<file path="config.mk">
export PLATFORM = sky130hd
export DESIGN_NAME = can_node_control_status
export DESIGN_NICKNAME = d
export VERILOG_FILES = /design/src/can_node_pkg.sv /design/src/can_node_control_status.sv
export VERILOG_INCLUDE_DIRS = /design/src /design/src/src
export SDC_FILE = /design/constraint.sdc
export NUM_CORES = 1
export LEC_CHECK = 0
export BUFFER_PORTS_ARGS = -buffer_cell sky130_fd_sc_hd__buf_2
export CAP_MARGIN = 20
export CORE_UTILIZATION = 62
export DETAILED_ROUTE_END_ITERATION = 12
export PLACE_DENSITY = 0.86
export SLEW_MARGIN = 20
export SYNTH_ARGS = -nofsm -noshare
export SYNTH_HDL_FRONTEND = slang
export SYNTH_SLANG_ARGS = --single-unit
</file>
<file path="constraint.sdc">
create_clock -name pclk -period 4.2 [get_ports pclk]
set_input_delay 0.63 -clock pclk [delete_from_list [all_inputs] [get_ports pclk]]
set_output_delay 0.63 -clock pclk [all_outputs]
set_load 0.02 [all_outputs]
</file>
<file path="src/can_node_defines.svh">
// Purpose: Offsets, field positions, reset values and timing counts of the CAN node control block.
// Assumes: APB byte addresses, one aligned 32-bit word per 8-bit register.
// Notes: Functional notes follow.
`ifndef CAN_NODE_DEFINES_SVH
`define CAN_NODE_DEFINES_SVH

`define OFF_IRQ_STATUS      8'h00
`define OFF_IRQ_ENABLE      8'h04
`define OFF_NODE_CTRL       8'h08
`define OFF_PRESCALER       8'h0C
`define OFF_SEG_TIMING      8'h10
`define OFF_PAGE_SELECT     8'h14
`define OFF_LAST_NAME_HI    8'h18
`define OFF_LAST_NAME_LO    8'h1C
`define OFF_TX_FAULT        8'h20
`define OFF_RX_FAULT        8'h24
`define OFF_MSG_NAME_HI     8'h28
`define OFF_MSG_NAME_LO     8'h2C
`define OFF_BUF_SELECT      8'h30

`define RST_IRQ_ENABLE      8'h00
`define RST_NODE_CTRL       8'h00
`define RST_PRESCALER       8'h00
`define RST_SEG_TIMING      8'h23
`define RST_PAGE_SELECT     8'h00

`define BIT_TX_ERR_FLAG     1
`define BIT_ERR_PENDING     0
`define BIT_SC_FLAG         3
`define BIT_OVR_FLAG        2
`define BIT_TX_OK_FLAG      4
`define BIT_EXTENDED_STATUS_CHANGE            6
`define BIT_RX_OK_IRQ_EN            5
`define BIT_TX_DONE_IRQ_EN            4
`define BIT_STATUS_CHANGE_IRQ_EN            3
`define BIT_OVERRUN_IRQ_EN            2
`define BIT_TX_FAULT_IRQ_EN            1
`define BIT_ETX             0
`define BIT_BUS_OFF_STATE            6
`define BIT_ERROR_PASSIVE_STATE            5
`define BIT_SELF_RECEIVE_EN            4
`define BIT_NO_RETRY            3
`define BIT_FAST_SYNC            2
`define BIT_WAKE_PULSE            1
`define BIT_RUN             0

`define SYNC_RECESSIVE_BITS 11
`define SYNC_SLOW_SEQS      128
`define TX_ERR_STEP         8
`define PASSIVE_LIMIT       127
`define BUS_OFF_LIMIT       256
`define RX_RELOAD_VALUE     120
`define RX_RELOAD_ABOVE     128
`define WAKE_PULSE_QUANTA   1
`define NUM_BUFFERS         3

`endif

</file>
<file path="src/can_node_pkg.sv">
// Purpose: Types shared by the CAN node control block.
// Assumes: Nothing beyond the defines header.
// Notes: Bus events arrive as one packed struct from the protocol engine.
package can_node_pkg;

    typedef enum logic [2:0] {
        PAGE_DIAG, PAGE_BUF1, PAGE_BUF2, PAGE_BUF3, PAGE_FILTER, PAGE_RSV
    } page_sel_t;

    typedef enum {
        NODE_STANDBY, NODE_SYNC, NODE_WAKE, NODE_RUN, NODE_STOPPING
    } node_state_t;

    typedef struct packed {
        logic        arb_won;
        logic        tx_ok;
        logic        tx_err;
        logic        rx_ok;
        logic        rx_err;
        logic        rx_err_heavy;
        logic        rx_overrun;
        logic        rx_own;
        logic        frame_hdr;
        logic [10:0] hdr_name;
        logic        hdr_remote;
        logic [3:0]  hdr_length;
        logic        busy;
        logic        rejoin;
    } bus_event_t;

    typedef struct packed {
        logic [5:0] quantum_prescale;
        logic [1:0] jump_width;
        logic [3:0] segment_one_len;
        logic [2:0] segment_two_len;
    } bit_timing_t;

endpackage

</file>
<file path="src/can_node_control_status.sv">
// Purpose: CAN node interrupt flags, control, bit timing, paging and fault confinement.
// Assumes: Bus events are one-cycle pulses synchronous to pclk; bit_tick pulses once per bit.
// Notes: APB slave with zero wait states; unmapped addresses read zero and flag pslverr.
`timescale 1ns/1ps
`include "can_node_defines.svh"

module can_node_control_status
    import can_node_pkg::*;
(
    input  wire logic        pclk,
    input  wire logic        presetn,
    input  wire logic        psel,
    input  wire logic        penable,
    input  wire logic        pwrite,
    input  wire logic [7:0]  paddr,
    input  wire logic [31:0] pwdata,
    output logic      [31:0] prdata,
    output logic             pready,
    output logic             pslverr,
    input  wire bus_event_t  bus_evt,
    input  wire logic        bit_tick,
    input  wire logic        bus_rx_level,
    output logic             irq_request,
    output logic             rx_accept_own,
    output logic             retry_enable,
    output logic             early_tx_mode,
    output logic             node_running,
    output logic             wake_drive,
    output bit_timing_t      timing,
    output logic [7:0]       quantum_cycles,
    output logic [2:0]       jump_quanta,
    output logic [4:0]       bit_quanta,
    output page_sel_t        page_decode
);

    logic [4:0]  flag_reg;
    logic [7:0]  irq_enable_ctrl_reg;
    logic [4:0]  ctrl_reg;
    logic        run_status_reg;
    logic [7:0]  quantum_prescaler_reg;
    logic [6:0]  segment_timing_reg;
    logic [2:0]  page_select_reg;
    logic [10:0] previous_msg_name_reg;
    logic        previous_remote_req_reg;
    logic [3:0]  previous_length_code_reg;
    logic [8:0]  tx_fault_counter_reg;
    logic [7:0]  rx_fault_counter_reg;
    logic [1:0]  buf_sel_reg;
    logic [7:0]  msg_name_high_reg [`NUM_BUFFERS];
    logic [7:0]  msg_name_low_reg  [`NUM_BUFFERS];
    logic [3:0]  recessive_cnt_reg;
    logic [7:0]  seq_cnt_reg;
    logic [7:0]  wake_cnt_reg;
    logic        bus_off_state;
    logic        error_passive_state;
    logic        passive_prev_reg;
    logic        bus_off_state_prev_reg;
    node_state_t state_reg;
    node_state_t state_next;
    logic        wr_en;
    logic        rd_en;
    logic        addr_ok;
    logic        standby;
    logic        status_change;
    logic        tx_done_evt;
    logic [7:0]  rd_mux;
    logic [4:0]  flag_keep;

    function automatic logic hit(input logic [7:0] a, input logic [7:0] off);
        return a == off;
    endfunction

    function automatic page_sel_t page_of(input logic [2:0] code);
        case (code)
            3'h0:    return PAGE_DIAG;
            3'h1:    return PAGE_BUF1;
            3'h2:    return PAGE_BUF2;
            3'h3:    return PAGE_BUF3;
            3'h4:    return PAGE_FILTER;
            default: return PAGE_RSV;
        endcase
    endfunction

    assign wr_en   = psel && penable && pwrite;
    assign rd_en   = psel && !pwrite;
    assign pready  = 1'b1;
    assign addr_ok = paddr <= `OFF_BUF_SELECT && paddr[1:0] == 2'b00;
    assign pslverr = psel && penable && !addr_ok;
    assign standby = state_reg == NODE_STANDBY;

    // Node state bits follow the fault counters directly.
    assign bus_off_state       = tx_fault_counter_reg[8];
    assign error_passive_state = !bus_off_state &&
        (tx_fault_counter_reg > 9'(`PASSIVE_LIMIT) ||
         rx_fault_counter_reg > 8'(`PASSIVE_LIMIT));

    assign tx_done_evt = irq_enable_ctrl_reg[`BIT_ETX] ? bus_evt.arb_won
                                                        : bus_evt.tx_ok;
    assign status_change =
        (state_reg == NODE_RUN &&
         (error_passive_state != passive_prev_reg || bus_off_state != bus_off_state_prev_reg)) ||
        (standby && !bus_rx_level) ||
        (irq_enable_ctrl_reg[`BIT_EXTENDED_STATUS_CHANGE] && bus_evt.rx_err);

    always_ff @(posedge pclk or negedge presetn) begin
        if (!presetn) begin
            passive_prev_reg <= 1'b0;
            bus_off_state_prev_reg    <= 1'b0;
        end else begin
            passive_prev_reg <= error_passive_state;
            bus_off_state_prev_reg    <= bus_off_state;
        end
    end

    // A zero written to a flag position clears it; every other flag is kept.
    assign flag_keep = (wr_en && hit(paddr, `OFF_IRQ_STATUS)) ? {pwdata[4:1], pwdata[7]}
                                                                : 5'h1F;

    // Flags: bit 0 rx ok, 1 tx error, 2 overrun, 3 status change, 4 tx done (arb won when ETX is set, else tx ok).
    // A set in the same cycle as a software clear wins.
    always_ff @(posedge pclk or negedge presetn) begin
        if (!presetn) begin
            flag_reg <= 5'h00;
        end else begin
            flag_reg <= (flag_reg & flag_keep) | {tx_done_evt, status_change,
                        bus_evt.rx_overrun, bus_evt.tx_err, bus_evt.rx_ok};
        end
    end

    always_ff @(posedge pclk or negedge presetn) begin
        if (!presetn) begin
            irq_request <= 1'b0;
        end else begin
            irq_request <= (flag_reg[0] && irq_enable_ctrl_reg[`BIT_RX_OK_IRQ_EN]) ||
                           (flag_reg[4] && irq_enable_ctrl_reg[`BIT_TX_DONE_IRQ_EN]) ||
                           (flag_reg[3] && irq_enable_ctrl_reg[`BIT_STATUS_CHANGE_IRQ_EN]) ||
                           (flag_reg[2] && irq_enable_ctrl_reg[`BIT_OVERRUN_IRQ_EN]) ||
                           (flag_reg[1] && irq_enable_ctrl_reg[`BIT_TX_FAULT_IRQ_EN]);
        end
    end

    always_ff @(posedge pclk or negedge presetn) begin
        if (!presetn) begin
            irq_enable_ctrl_reg <= `RST_IRQ_ENABLE;
            ctrl_reg            <= 5'(`RST_NODE_CTRL);
            page_select_reg     <= 3'(`RST_PAGE_SELECT);
            buf_sel_reg         <= 2'd0;
        end else if (wr_en) begin
            if (hit(paddr, `OFF_IRQ_ENABLE)) irq_enable_ctrl_reg <= {1'b0, pwdata[6:0]};
            if (hit(paddr, `OFF_NODE_CTRL))  ctrl_reg <= pwdata[4:0];
            if (hit(paddr, `OFF_PAGE_SELECT)) page_select_reg <= pwdata[2:0];
            if (hit(paddr, `OFF_BUF_SELECT)) buf_sel_reg <= pwdata[1:0];
        end
    end

    // Timing registers accept writes only in standby.
    always_ff @(posedge pclk or negedge presetn) begin
        if (!presetn) begin
            quantum_prescaler_reg <= `RST_PRESCALER;
            segment_timing_reg    <= 7'(`RST_SEG_TIMING);
        end else if (wr_en && standby) begin
            if (hit(paddr, `OFF_PRESCALER))  quantum_prescaler_reg <= pwdata[7:0];
            if (hit(paddr, `OFF_SEG_TIMING)) segment_timing_reg <= pwdata[6:0];
        end
    end

    assign timing = '{quantum_prescale: quantum_prescaler_reg[5:0],
                      jump_width:       quantum_prescaler_reg[7:6],
                      segment_one_len:  segment_timing_reg[3:0],
                      segment_two_len:  segment_timing_reg[6:4]};
    assign quantum_cycles = {2'b00, timing.quantum_prescale} + 8'd1;
    assign jump_quanta    = {1'b0, timing.jump_width} + 3'd1;
    assign bit_quanta     = {1'b0, timing.segment_one_len} +
                            {2'b00, timing.segment_two_len} + 5'd3;
    assign page_decode    = page_of(page_select_reg);
    assign rx_accept_own  = ctrl_reg[`BIT_SELF_RECEIVE_EN];
    assign retry_enable   = !ctrl_reg[`BIT_NO_RETRY];
    assign early_tx_mode  = irq_enable_ctrl_reg[`BIT_ETX];
    assign node_running   = state_reg == NODE_RUN || state_reg == NODE_STOPPING;

    // Run sequencing: synchronise on recessive runs, optional wake pulse, drain on stop.
    always_comb begin
        state_next = state_reg;
        case (state_reg)
            NODE_STANDBY:  if (ctrl_reg[`BIT_RUN]) state_next = NODE_SYNC;
            NODE_SYNC: begin
                if (!ctrl_reg[`BIT_RUN]) begin
                    state_next = NODE_STANDBY;
                end else if (bit_tick && bus_rx_level &&
                             recessive_cnt_reg == 4'(`SYNC_RECESSIVE_BITS - 1) &&
                             (ctrl_reg[`BIT_FAST_SYNC] ||
                              seq_cnt_reg == 8'(`SYNC_SLOW_SEQS - 1))) begin
                    state_next = ctrl_reg[`BIT_WAKE_PULSE] ? NODE_WAKE : NODE_RUN;
                end
            end
            NODE_WAKE:     if (wake_cnt_reg == 8'd0) state_next = NODE_RUN;
            NODE_RUN:      if (!ctrl_reg[`BIT_RUN]) state_next = NODE_STOPPING;
            NODE_STOPPING: if (!bus_evt.busy) state_next = NODE_STANDBY;
            default:       state_next = NODE_STANDBY;
        endcase
    end

    always_ff @(posedge pclk or negedge presetn) begin
        if (!presetn) begin
            state_reg <= NODE_STANDBY;
        end else begin
            state_reg <= state_next;
        end
    end

    always_ff @(posedge pclk or negedge presetn) begin
        if (!presetn) begin
            recessive_cnt_reg <= 4'd0;
            seq_cnt_reg       <= 8'd0;
        end else if (state_reg != NODE_SYNC) begin
            recessive_cnt_reg <= 4'd0;
            seq_cnt_reg       <= 8'd0;
        end else if (bit_tick) begin
            if (!bus_rx_level) begin
                recessive_cnt_reg <= 4'd0;
            end else if (recessive_cnt_reg == 4'(`SYNC_RECESSIVE_BITS - 1)) begin
                recessive_cnt_reg <= 4'd0;
                seq_cnt_reg       <= seq_cnt_reg + 8'd1;
            end else begin
                recessive_cnt_reg <= recessive_cnt_reg + 4'd1;
            end
        end
    end

    // Wake pulse lasts one quantum, counted in pclk cycles.
    always_ff @(posedge pclk or negedge presetn) begin
        if (!presetn) begin
            wake_cnt_reg <= 8'd0;
        end else if (state_reg != NODE_WAKE) begin
            wake_cnt_reg <= quantum_cycles * 8'(`WAKE_PULSE_QUANTA) - 8'd1;
        end else if (wake_cnt_reg != 8'd0) begin
            wake_cnt_reg <= wake_cnt_reg - 8'd1;
        end
    end

    always_ff @(posedge pclk or negedge presetn) begin
        if (!presetn) begin
            wake_drive <= 1'b0;
        end else begin
            wake_drive <= state_next == NODE_WAKE;
        end
    end

    always_ff @(posedge pclk or negedge presetn) begin
        if (!presetn) begin
            run_status_reg <= 1'b0;
        end else begin
            run_status_reg <= ctrl_reg[`BIT_RUN] || state_next == NODE_STOPPING;
        end
    end

    always_ff @(posedge pclk or negedge presetn) begin
        if (!presetn) begin
            tx_fault_counter_reg <= 9'd0;
        end else if (bus_evt.rejoin && bus_off_state) begin
            tx_fault_counter_reg <= 9'd0;
        end else if (bus_evt.tx_err && !bus_off_state) begin
            tx_fault_counter_reg <= (tx_fault_counter_reg > 9'(`BUS_OFF_LIMIT - `TX_ERR_STEP))
                ? 9'(`BUS_OFF_LIMIT) : tx_fault_counter_reg + 9'(`TX_ERR_STEP);
        end else if (bus_evt.tx_ok && tx_fault_counter_reg != 9'd0 && !bus_off_state) begin
            tx_fault_counter_reg <= tx_fault_counter_reg - 9'd1;
        end
    end

    always_ff @(posedge pclk or negedge presetn) begin
        if (!presetn) begin
            rx_fault_counter_reg <= 8'd0;
        end else if (bus_evt.rx_err) begin
            rx_fault_counter_reg <= bus_evt.rx_err_heavy
                ? ((rx_fault_counter_reg > 8'd247) ? 8'hFF : rx_fault_counter_reg + 8'd8)
                : ((rx_fault_counter_reg == 8'hFF) ? 8'hFF : rx_fault_counter_reg + 8'd1);
        end else if (bus_evt.rx_ok) begin
            if (rx_fault_counter_reg > 8'(`RX_RELOAD_ABOVE)) begin
                rx_fault_counter_reg <= 8'(`RX_RELOAD_VALUE);
            end else if (rx_fault_counter_reg != 8'd0) begin
                rx_fault_counter_reg <= rx_fault_counter_reg - 8'd1;
            end
        end
    end

    // Last identifier capture; software may also overwrite it.
    always_ff @(posedge pclk or negedge presetn) begin
        if (!presetn) begin
            previous_msg_name_reg    <= 11'd0;
            previous_remote_req_reg  <= 1'b0;
            previous_length_code_reg <= 4'd0;
        end else if (bus_evt.frame_hdr && (!bus_evt.rx_own || rx_accept_own)) begin
            previous_msg_name_reg    <= bus_evt.hdr_name;
            previous_remote_req_reg  <= bus_evt.hdr_remote;
            previous_length_code_reg <= bus_evt.hdr_length;
        end else if (wr_en && hit(paddr, `OFF_LAST_NAME_HI)) begin
            previous_msg_name_reg[10:3] <= pwdata[7:0];
        end else if (wr_en && hit(paddr, `OFF_LAST_NAME_LO)) begin
            previous_msg_name_reg[2:0]  <= pwdata[7:5];
            previous_remote_req_reg     <= pwdata[4];
            previous_length_code_reg    <= pwdata[3:0];
        end
    end

    generate
        for (genvar b = 0; b < `NUM_BUFFERS; b++) begin : g_name
            always_ff @(posedge pclk or negedge presetn) begin
                if (!presetn) begin
                    msg_name_high_reg[b] <= 8'h00;
                    msg_name_low_reg[b]  <= 8'h00;
                end else if (wr_en && buf_sel_reg == 2'(b)) begin
                    if (hit(paddr, `OFF_MSG_NAME_HI)) begin
                        msg_name_high_reg[b] <= pwdata[7:0];
                    end
                    if (hit(paddr, `OFF_MSG_NAME_LO)) begin
                        msg_name_low_reg[b] <= {pwdata[7:4],
                            (pwdata[3:0] > 4'd8) ? 4'd8 : pwdata[3:0]};
                    end
                end
            end
        end
    endgenerate

    always_comb begin
        rd_mux = 8'h00;
        case (paddr)
            `OFF_IRQ_STATUS:   rd_mux = {flag_reg[0], 2'b00, flag_reg[4:1],
                                         |flag_reg[3:1]};
            `OFF_IRQ_ENABLE:   rd_mux = irq_enable_ctrl_reg;
            `OFF_NODE_CTRL:    rd_mux = {1'b0, bus_off_state, error_passive_state,
                                         ctrl_reg[4:1], run_status_reg};
            `OFF_PRESCALER:    rd_mux = quantum_prescaler_reg;
            `OFF_SEG_TIMING:   rd_mux = {1'b0, segment_timing_reg};
            `OFF_PAGE_SELECT:  rd_mux = {5'b00000, page_select_reg};
            `OFF_LAST_NAME_HI: rd_mux = previous_msg_name_reg[10:3];
            `OFF_LAST_NAME_LO: rd_mux = {previous_msg_name_reg[2:0], previous_remote_req_reg,
                                         previous_length_code_reg};
            `OFF_TX_FAULT:     rd_mux = tx_fault_counter_reg[7:0];
            `OFF_RX_FAULT:     rd_mux = rx_fault_counter_reg;
            `OFF_MSG_NAME_HI:  rd_mux = (buf_sel_reg < 2'd3) ? msg_name_high_reg[buf_sel_reg]
                                                            : 8'h00;
            `OFF_MSG_NAME_LO:  rd_mux = (buf_sel_reg < 2'd3) ? msg_name_low_reg[buf_sel_reg]
                                                            : 8'h00;
            `OFF_BUF_SELECT:   rd_mux = {6'b000000, buf_sel_reg};
            default:           rd_mux = 8'h00;
        endcase
    end

    always_ff @(posedge pclk or negedge presetn) begin
        if (!presetn) begin
            prdata <= 32'h0000_0000;
        end else if (rd_en && !penable) begin
            prdata <= {24'h000000, rd_mux};
        end
    end

endmodule // can_node_control_status

</file>
==> impl_metrics.csv, run 1 <==
group,metric,value,unit
pwr,cellPowerDensity,413,nW/um^2
timing,rsz_0062_raised_after_global_routing,"false",
placed_design,place.gp.congestion,0.938,
logic_synthesis,syn_area_per_cell,10.6,um^2
global_route,grt_pass1_vias,7589,
layout,drive_gt1_frac,0.250,
layout,layout.filler_cells,1095,
setup_path,critical_path.endpoint,"wake_cnt_reg[6]$_DFFE_PN0P_",
timing,timing.final.hold_violations,0,
setup_path,timing.critical_path.fanout_max,6,
logic_synthesis,yosysUniqueCellTypes,84,
timing,relSlewSlack,0.384,
setup_path,critical_path.reg2reg.startpoint,"state_reg[11]$_DFF_PN0_",
setup_path,worstReg2RegEnd,"wake_cnt_reg[6]$_DFFE_PN0P_",
logic_synthesis,post_synth_main_area_contributors,"sky130_fd_sc_hd__dfrtp_1, sky130_fd_sc_hd__mux2_2, sky130_fd_sc_hd__mux2i_1",
clocking,cts_setup_buffers,0,
global_route,grt.total_usage,0.315,
logic_synthesis,post-synth-top-area-fraction,0.450,
setup_path,cpPeakStageDelay,460,ps
pwr,max-vdd-ir-drop,0.339,mV
setup_path,reg2regPathDepth,11,
clocking,cts_made_buffers,17,
layout,fin_cells,1275,
timing,setup_tns,0,ps
logic_synthesis,synthArstFlopShare,1.00,
route,detail_route.iter0.violations,849,
logic_synthesis,synth_top_area_cell,"sky130_fd_sc_hd__dfrtp_1",
layout,largest_register_ffs,32,
setup_path,timing.critical_path.cells,"nor4_1 -> nand4_1 -> or2_1 -> or3_1 -> o21ai_0 -> ha_1 -> inv_1 -> or3_1 -> o31ai_1 -> o31a_1 -> mux2i_1",
placed_design,hpwlAfterDp,17400,um
die,chipHeight,129,um
clocking,cts.sinks,183,
global_route,grt_max_degree,101,
logic_synthesis,synth-edff-count,0,
logic_synthesis,combined_area_of_all_synthesized_cells,10000,um^2
logic_synthesis,ys.flop_type,"sky130_fd_sc_hd__dfrtp_1",
placed_design,numPlacedInstances,1242,
route,drc_errors,0,
route,drtAntennaViolNets,0,
min_path,hold_path_class,"primary input to asynchronous set/reset pin",
route,avgRoutedWirePerCell,19.8,um
clocking,post_cts_resized,0,
setup_path,setup.worst_path.class,"register to register",
pwr,leakagePower,5.24,nW
route,routed-via-count,8007,
global_route,overflow,0,
global_route,wire_length_of_the_first_global_routing_pass,39700,um
logic_synthesis,post_synthesis_cell_count,949,
layout,layout.nets,1142,
job,max_cap_viol_count,0,
setup_path,crit_required,4530,ps
run_status,outcome,"finished clean",
clocking,cts_hold_buffers,0,
route,detailedRoute.firstPassIterationCount,9,
global_route,antenna_found_initial,0,
clocking,tritoncts,"done",
timing,setup_viol,0,
route,routed_via_density,6.28,
layout,final_common_cell,"sky130_fd_sc_hd__dfrtp_1",
timing,worst_slack,1010,ps
die,floorplan_die_area,16700,um^2
timing,worst_pin_slew,924,ps
timing,timing.final.crit_period,3190,ps
timing,clock.fmax,0.314,GHz
placed_design,detailedPlace.worstSlack,1010,ps
setup_path,timing.critical_path.arrival,3510,ps
setup_path,rrSetupSlack,1010,ps
clocking,cts.reportedPaths.clkPinSlew,80,ps
die,placeableCoreArea,15800,um^2
setup_path,timing.critical_path.from_type,"register",
setup_path,setup_crit_end_kind,"register",
die,num_rows,46,
timing,finalClockSkew,9.31,ps
clocking,clock-root-buffer,"sky130_fd_sc_hd__clkbuf_16",
setup_path,library_cell_contributing_the_largest_single_delay_on_the_critical_path,"sky130_fd_sc_hd__or3_1",
setup_path,most_used_cell_cp,"sky130_fd_sc_hd__or3_1",
layout,highest_count_cells_in_the_layout_ignoring_fill_and_taps,"sky130_fd_sc_hd__dfrtp_1, sky130_fd_sc_hd__buf_2, sky130_fd_sc_hd__mux2_2",
die,die_w,129,um
logic_synthesis,synth.ff_latch_count,183,
die,pin_count,148,
timing,timing_max_transition_violations_final,0,
layout,synthToLayoutAreaGrowth,12.4,%
logic_synthesis,yosysSeqAreaShare,0.458,
clocking,clockBufferDepth,2,
clocking,cts_htree_levels,4,
clocking,clk_latency,440,ps
route,totalWireLength,25200,um
timing,period_share,0.759,
placed_design,io_buffer_count,97,
logic_synthesis,ys.warnings.count,0,
die,initial_core_util,0.633,
setup_path,critical_path.startpoint,"state_reg[11]$_DFF_PN0_",
layer usage:
layer	GRT usage	share of wire
met5	0	0
met4	0.140	0.036
met3	0.0710	0.096
met2	0.495	0.46
met1	0.422	0.40
synth_stat cells (12+ instances only):
cell,count
sky130_fd_sc_hd__inv_1,35
sky130_fd_sc_hd__clkbuf_1,39
sky130_fd_sc_hd__mux2i_1,44
sky130_fd_sc_hd__nand3_1,24
sky130_fd_sc_hd__a21oi_1,44
sky130_fd_sc_hd__nand4_1,13
sky130_fd_sc_hd__nand2_1,46
sky130_fd_sc_hd__ha_1,22
sky130_fd_sc_hd__o21ai_0,48
sky130_fd_sc_hd__nor2_1,68
sky130_fd_sc_hd__nor3_1,17
sky130_fd_sc_hd__a31oi_1,12
sky130_fd_sc_hd__buf_4,26
sky130_fd_sc_hd__buf_2,13
sky130_fd_sc_hd__mux2_2,84
sky130_fd_sc_hd__dfrtp_1,180
sky130_fd_sc_hd__nand3b_1,19
how the worst min path moves through the flow:
stage | from | to | slack [ps]
after global routing | presetn | state_reg[21]$_DFF_PN0_ | 340
after global placement | msg_name_high_reg[10]$_DFFE_PN0P_ | msg_name_high_reg[10]$_DFFE_PN0P_ | 480
after CTS | presetn | recessive_cnt_reg[1]$_DFFE_PN0P_ | 310
after detailed placement | msg_name_high_reg[10]$_DFFE_PN0P_ | msg_name_high_reg[10]$_DFFE_PN0P_ | 490
after floorplan | presetn | buf_sel_reg[0]$_DFFE_PN0P_ | 330
final | presetn | recessive_cnt_reg[1]$_DFFE_PN0P_ | 280
logic make-up (layout without fill, tap and decap cells):
kind of cell | count (synthesis) | in the layout | share of synthesized area
AOI/OAI and AO/OA | 199 | 199 | 0.132
xor gates and xnor gates | 18 | 18 | 0.0157
adders and majority gates | 23 | 23 | 0.0295
buffers and inverters | 119 | 175 | 0.0591
DFF | 183 | 183 | 0.458
muxes | 132 | 132 | 0.147
other | 2 | 56 | 0.000750
and+or+nand+nor | 273 | 273 | 0.157
worst max-delay path, delay by kind of cell, from the launching register on:
kind            cells  cell delay, ps
mux                 1              60
buf+inv             1             100
flops               1             370
compound gates      3             570
fa+ha+maj           1             200
simple gates        5            1760
final cells by class:
| class | count | area, um^2 | share of cell area |
|---|---|---|---|
| diodes | 1 | 2.50 | 0.000222 |
| clock buffers | 17 | 425 | 0.0378 |
| clock inverters | 15 | 201 | 0.0179 |
| inverters | 35 | 131 | 0.0117 |
| multi-input cells | 700 | 5060 | 0.450 |
| flip-flops and latches | 183 | 4580 | 0.407 |
| well taps | 216 | 270 | 0.0240 |
| repair buffers | 108 | 574 | 0.0510 |
per-stage QoR:
| step | util | hold slack (ps) | total power (W) | instance area, um^2 |
|---|---|---|---|---|
| 3_5_place_dp | 0.671 | 488 | 0.00294 | 10600 |
| 2_1_floorplan | - | 334 | 0.00271 | 10200 |
| 3_3_place_gp | 0.671 | 481 | 0.00291 | 10600 |
| 5_1_grt | 0.711 | 344 | 0.00484 | 11300 |
| 4_1_cts | 0.710 | 311 | 0.00464 | 11200 |
| 6_report | 0.711 | 282 | 0.00465 | 11300 |
where the power goes:
group	leakage, nW	switching [W]	internal, W
clock network	0.306	0.000749	0.000963
registers	2.35	0.000227	0.00189
logic	2.58	0.000487	0.000331
total	5.24	0.00146	0.00318
(Power assumes the default switching activity.)
==> inputs of run 2 (changes only) <==
ABC_AREA = 1   (was not set)
CORE_UTILIZATION = 58   (was 62)
PLACE_DENSITY = 0.81   (was 0.86)
clock period = 3 ns   (was 4.2 ns; I/O delays follow)
==> impl_metrics.csv, run 2 <==
group,metric,value,unit
run_status,outcome,"finished with violations",
run_status,failed_checks,"hold timing",
setup_path,timing.critical_path.arrival,2300,ps
setup_path,setup_crit_end_kind,"output pin",
layout,synthToLayoutAreaGrowth,14.1,%
pwr,cell_internal_pwr,0.00440,W
layout,drive_gt1_frac,0.138,
clocking,clockBufferDepth,2,
clocking,cts_hold_buffers,0,
pwr,switching_share,0.316,
timing,clock.fmax,0.363,GHz
route,drc_errors,0,
placed_design,io_buffer_count,97,
pwr,max-vdd-ir-drop,0.439,mV
die,initial_core_util,0.593,
clocking,cts_made_buffers,17,
timing,timing.final.hold_violations,8,
logic_synthesis,synthTopCellsByCount,"sky130_fd_sc_hd__nand2_1, sky130_fd_sc_hd__dfrtp_1, sky130_fd_sc_hd__inv_1",
layout,final_common_cell,"sky130_fd_sc_hd__nand2_1",
route,routed_via_density,5.56,
job,max_cap_viol_count,0,
pwr,seqPwrFrac,0.439,
timing,timing.final.crit_period,2750,ps
global_route,grt.total_usage,0.304,
setup_path,setup.worst_path.class,"register to output pin",
die,die_w,132,um
layout,largest_register_ffs,32,
min_path,hold_path_class,"primary input to asynchronous set/reset pin",
timing,period_share,0.918,
pwr,p_comb_frac,0.183,
logic_synthesis,synth.ff_latch_count,183,
die,num_rows,47,
logic_synthesis,synth_top_area_cell,"sky130_fd_sc_hd__dfrtp_1",
logic_synthesis,combined_area_of_all_synthesized_cells,9810,um^2
route,avgRoutedWirePerCell,15.9,um
layout,layout.nets,1466,
global_route,grt_max_degree,60,
logic_synthesis,post-synth-top-area-fraction,0.459,
placed_design,place.gp.congestion,0.945,
clocking,cts_setup_buffers,0,
logic_synthesis,synth-edff-count,0,
timing,setup_tns,0,ps
setup_path,timing.critical_path.from_type,"register",
placed_design,numPlacedInstances,1570,
layout,postLayoutCoreUtil,0.677,
logic_synthesis,yosysSeqAreaShare,0.467,
clocking,tritoncts,"done",
pwr,clock_power_share,0.378,
clocking,cts.reportedPaths.clkPinSlew,70,ps
timing,setup_viol,0,
logic_synthesis,post-synth-top-count-cell,"sky130_fd_sc_hd__nand2_1",
logic_synthesis,post_synthesis_cell_count,1244,
logic_synthesis,ys.flop_type,"sky130_fd_sc_hd__dfrtp_1",
logic_synthesis,syn_area_per_cell,7.88,um^2
clocking,post_cts_resized,0,
route,detailedRoute.firstPassIterationCount,5,
timing,relSlewSlack,0.575,
layout,highest_count_cells_in_the_layout_ignoring_fill_and_taps,"sky130_fd_sc_hd__nand2_1, sky130_fd_sc_hd__dfrtp_1, sky130_fd_sc_hd__inv_1",
placed_design,hpwlAfterDp,18400,um
logic_synthesis,yosysUniqueCellTypes,53,
route,drtAntennaViolNets,0,
setup_path,crit_required,2550,ps
route,routed-via-count,8903,
die,chipHeight,132,um
clocking,cts_htree_levels,4,
global_route,antenna_found_initial,0,
logic_synthesis,synthArstFlopShare,1.00,
timing,timing_max_transition_violations_final,0,
clocking,clk_latency,440,ps
global_route,grt_pass1_vias,8203,
die,placeableCoreArea,16500,um^2
route,detail_route.iter0.violations,931,
setup_path,timing.critical_path.fanout_max,4,
logic_synthesis,ys.warnings.count,0,
global_route,wire_length_of_the_first_global_routing_pass,41100,um
die,floorplan_die_area,17400,um^2
clocking,clock-root-buffer,"sky130_fd_sc_hd__clkbuf_16",
pwr,leakagePower,5.61,nW
layout,num_antenna_cells,0,
logic_synthesis,post_synth_main_area_contributors,"sky130_fd_sc_hd__dfrtp_1, sky130_fd_sc_hd__nand2_1, sky130_fd_sc_hd__inv_1",
layout,fin_cells,1602,
timing,rsz_0062_raised_after_global_routing,"false",
timing,finalClockSkew,8.50,ps
clocking,cts.sinks,183,
pwr,cellPowerDensity,575,nW/um^2
global_route,overflow,0,
timing,worst_pin_slew,636,ps
pwr,switching_power,0.00204,W
timing,worst_slack_on_hold_paths,-4.94,ps
die,pin_count,148,
route,totalWireLength,25500,um
==> run 2: cell count changes in the layout (fill, tap and decap cells not counted), sizes merged, moves of 11 or more <==
cell | previous run | this run
nand2 | 46 | 327
inv | 45 | 186
nand3b | 19 | 1
mux2i | 44 | 0
nand2b | 11 | 0
mux2 | 84 | 0
nor4 | 15 | 0
xor2 | 7 | 19
a21oi | 44 | 32
o21ai | 50 | 136
nor2 | 69 | 112
o22ai | 7 | 21
nand3 | 24 | 73
==> run 2: through the flow <==
stage | area [um^2] | worst slack, ps | power, W
global route | 11200 | 134 | 0.00670
floorplan | 10000 | 630 | 0.00367
CTS | 11200 | 247 | 0.00642
detailed placement | 10500 | 704 | 0.00401
global placement | 10500 | 748 | 0.00397
finish | 11200 | 247 | 0.00643
==> run 2: cell families after synthesis <==
logic type / after synthesis / synth area share
simple gates: 550 / 0.243
xor+xnor: 23 / 0.0205
fa+ha+maj: 23 / 0.0301
flops: 183 / 0.467
compound gates: 231 / 0.137
buf+inv: 232 / 0.102
other cells: 2 / 0.000766
==> run 2: path summary, 6_finish.rpt <==
| check | slack, ps | endpoint | startpoint | cells past startpoint |
|---|---|---|---|---|
| min | -5 | rx_fault_counter_reg[0]$_DFFE_PN0P_ | presetn | 1 |
| min in group pclk | 220 | tx_fault_counter_reg[8]$_DFFE_PN0P_ | bus_evt[0] | 2 |
| max | 250 | bit_quanta[3] | segment_timing_reg[5]$_DFFE_PN1P_ | 8 |
| min reg2reg | 490 | prdata[2]$_DFFE_PN0P_ | prdata[2]$_DFFE_PN0P_ | 2 |
| max in group asynchronous | 2220 | segment_timing_reg[0]$_DFFE_PN1P_ | presetn | 2 |
| max reg2reg | 700 | wake_cnt_reg[4]$_DFFE_PN0P_ | state_reg[6]$_DFF_PN0_ | 12 |
==> run 2: final cells by class <==
type                    instances  area [um^2]
multi-input cells             882         4420
inverters                     178          668
fillers                      1342         5340
repair buffers                107          592
well taps                     220          275
clock buffers                  18          439
clock inverters                14          203
flip-flops and latches        183         4580
==> run 2: critical path, stage by stage, from the launching register on <==
cell and delay, ps:
sky130_fd_sc_hd__dfstp_2 570, sky130_fd_sc_hd__inv_1 50, sky130_fd_sc_hd__ha_1 280, sky130_fd_sc_hd__inv_1 60
sky130_fd_sc_hd__ha_1 170, sky130_fd_sc_hd__inv_1 60, sky130_fd_sc_hd__fa_1 370, sky130_fd_sc_hd__xnor2_1 140
sky130_fd_sc_hd__buf_2 180
==> run 2: per-layer routing <==
layer | share of wire | track usage
met4 | 0.030 | 0.125
met3 | 0.10 | 0.0534
met5 | 0 | 0
met2 | 0.45 | 0.476
met1 | 0.41 | 0.421
==> run 2: power by group through the flow <==
stage	Sequential, W	Clock [W]	Combinational (W)
finish	0.00283	0.00243	0.00118
global route	0.00284	0.00254	0.00132
CTS	0.00282	0.00245	0.00116
detailed placement	0.00286	0	0.00115
global placement	0.00286	0	0.00111
floorplan	0.00277	0	0.000906
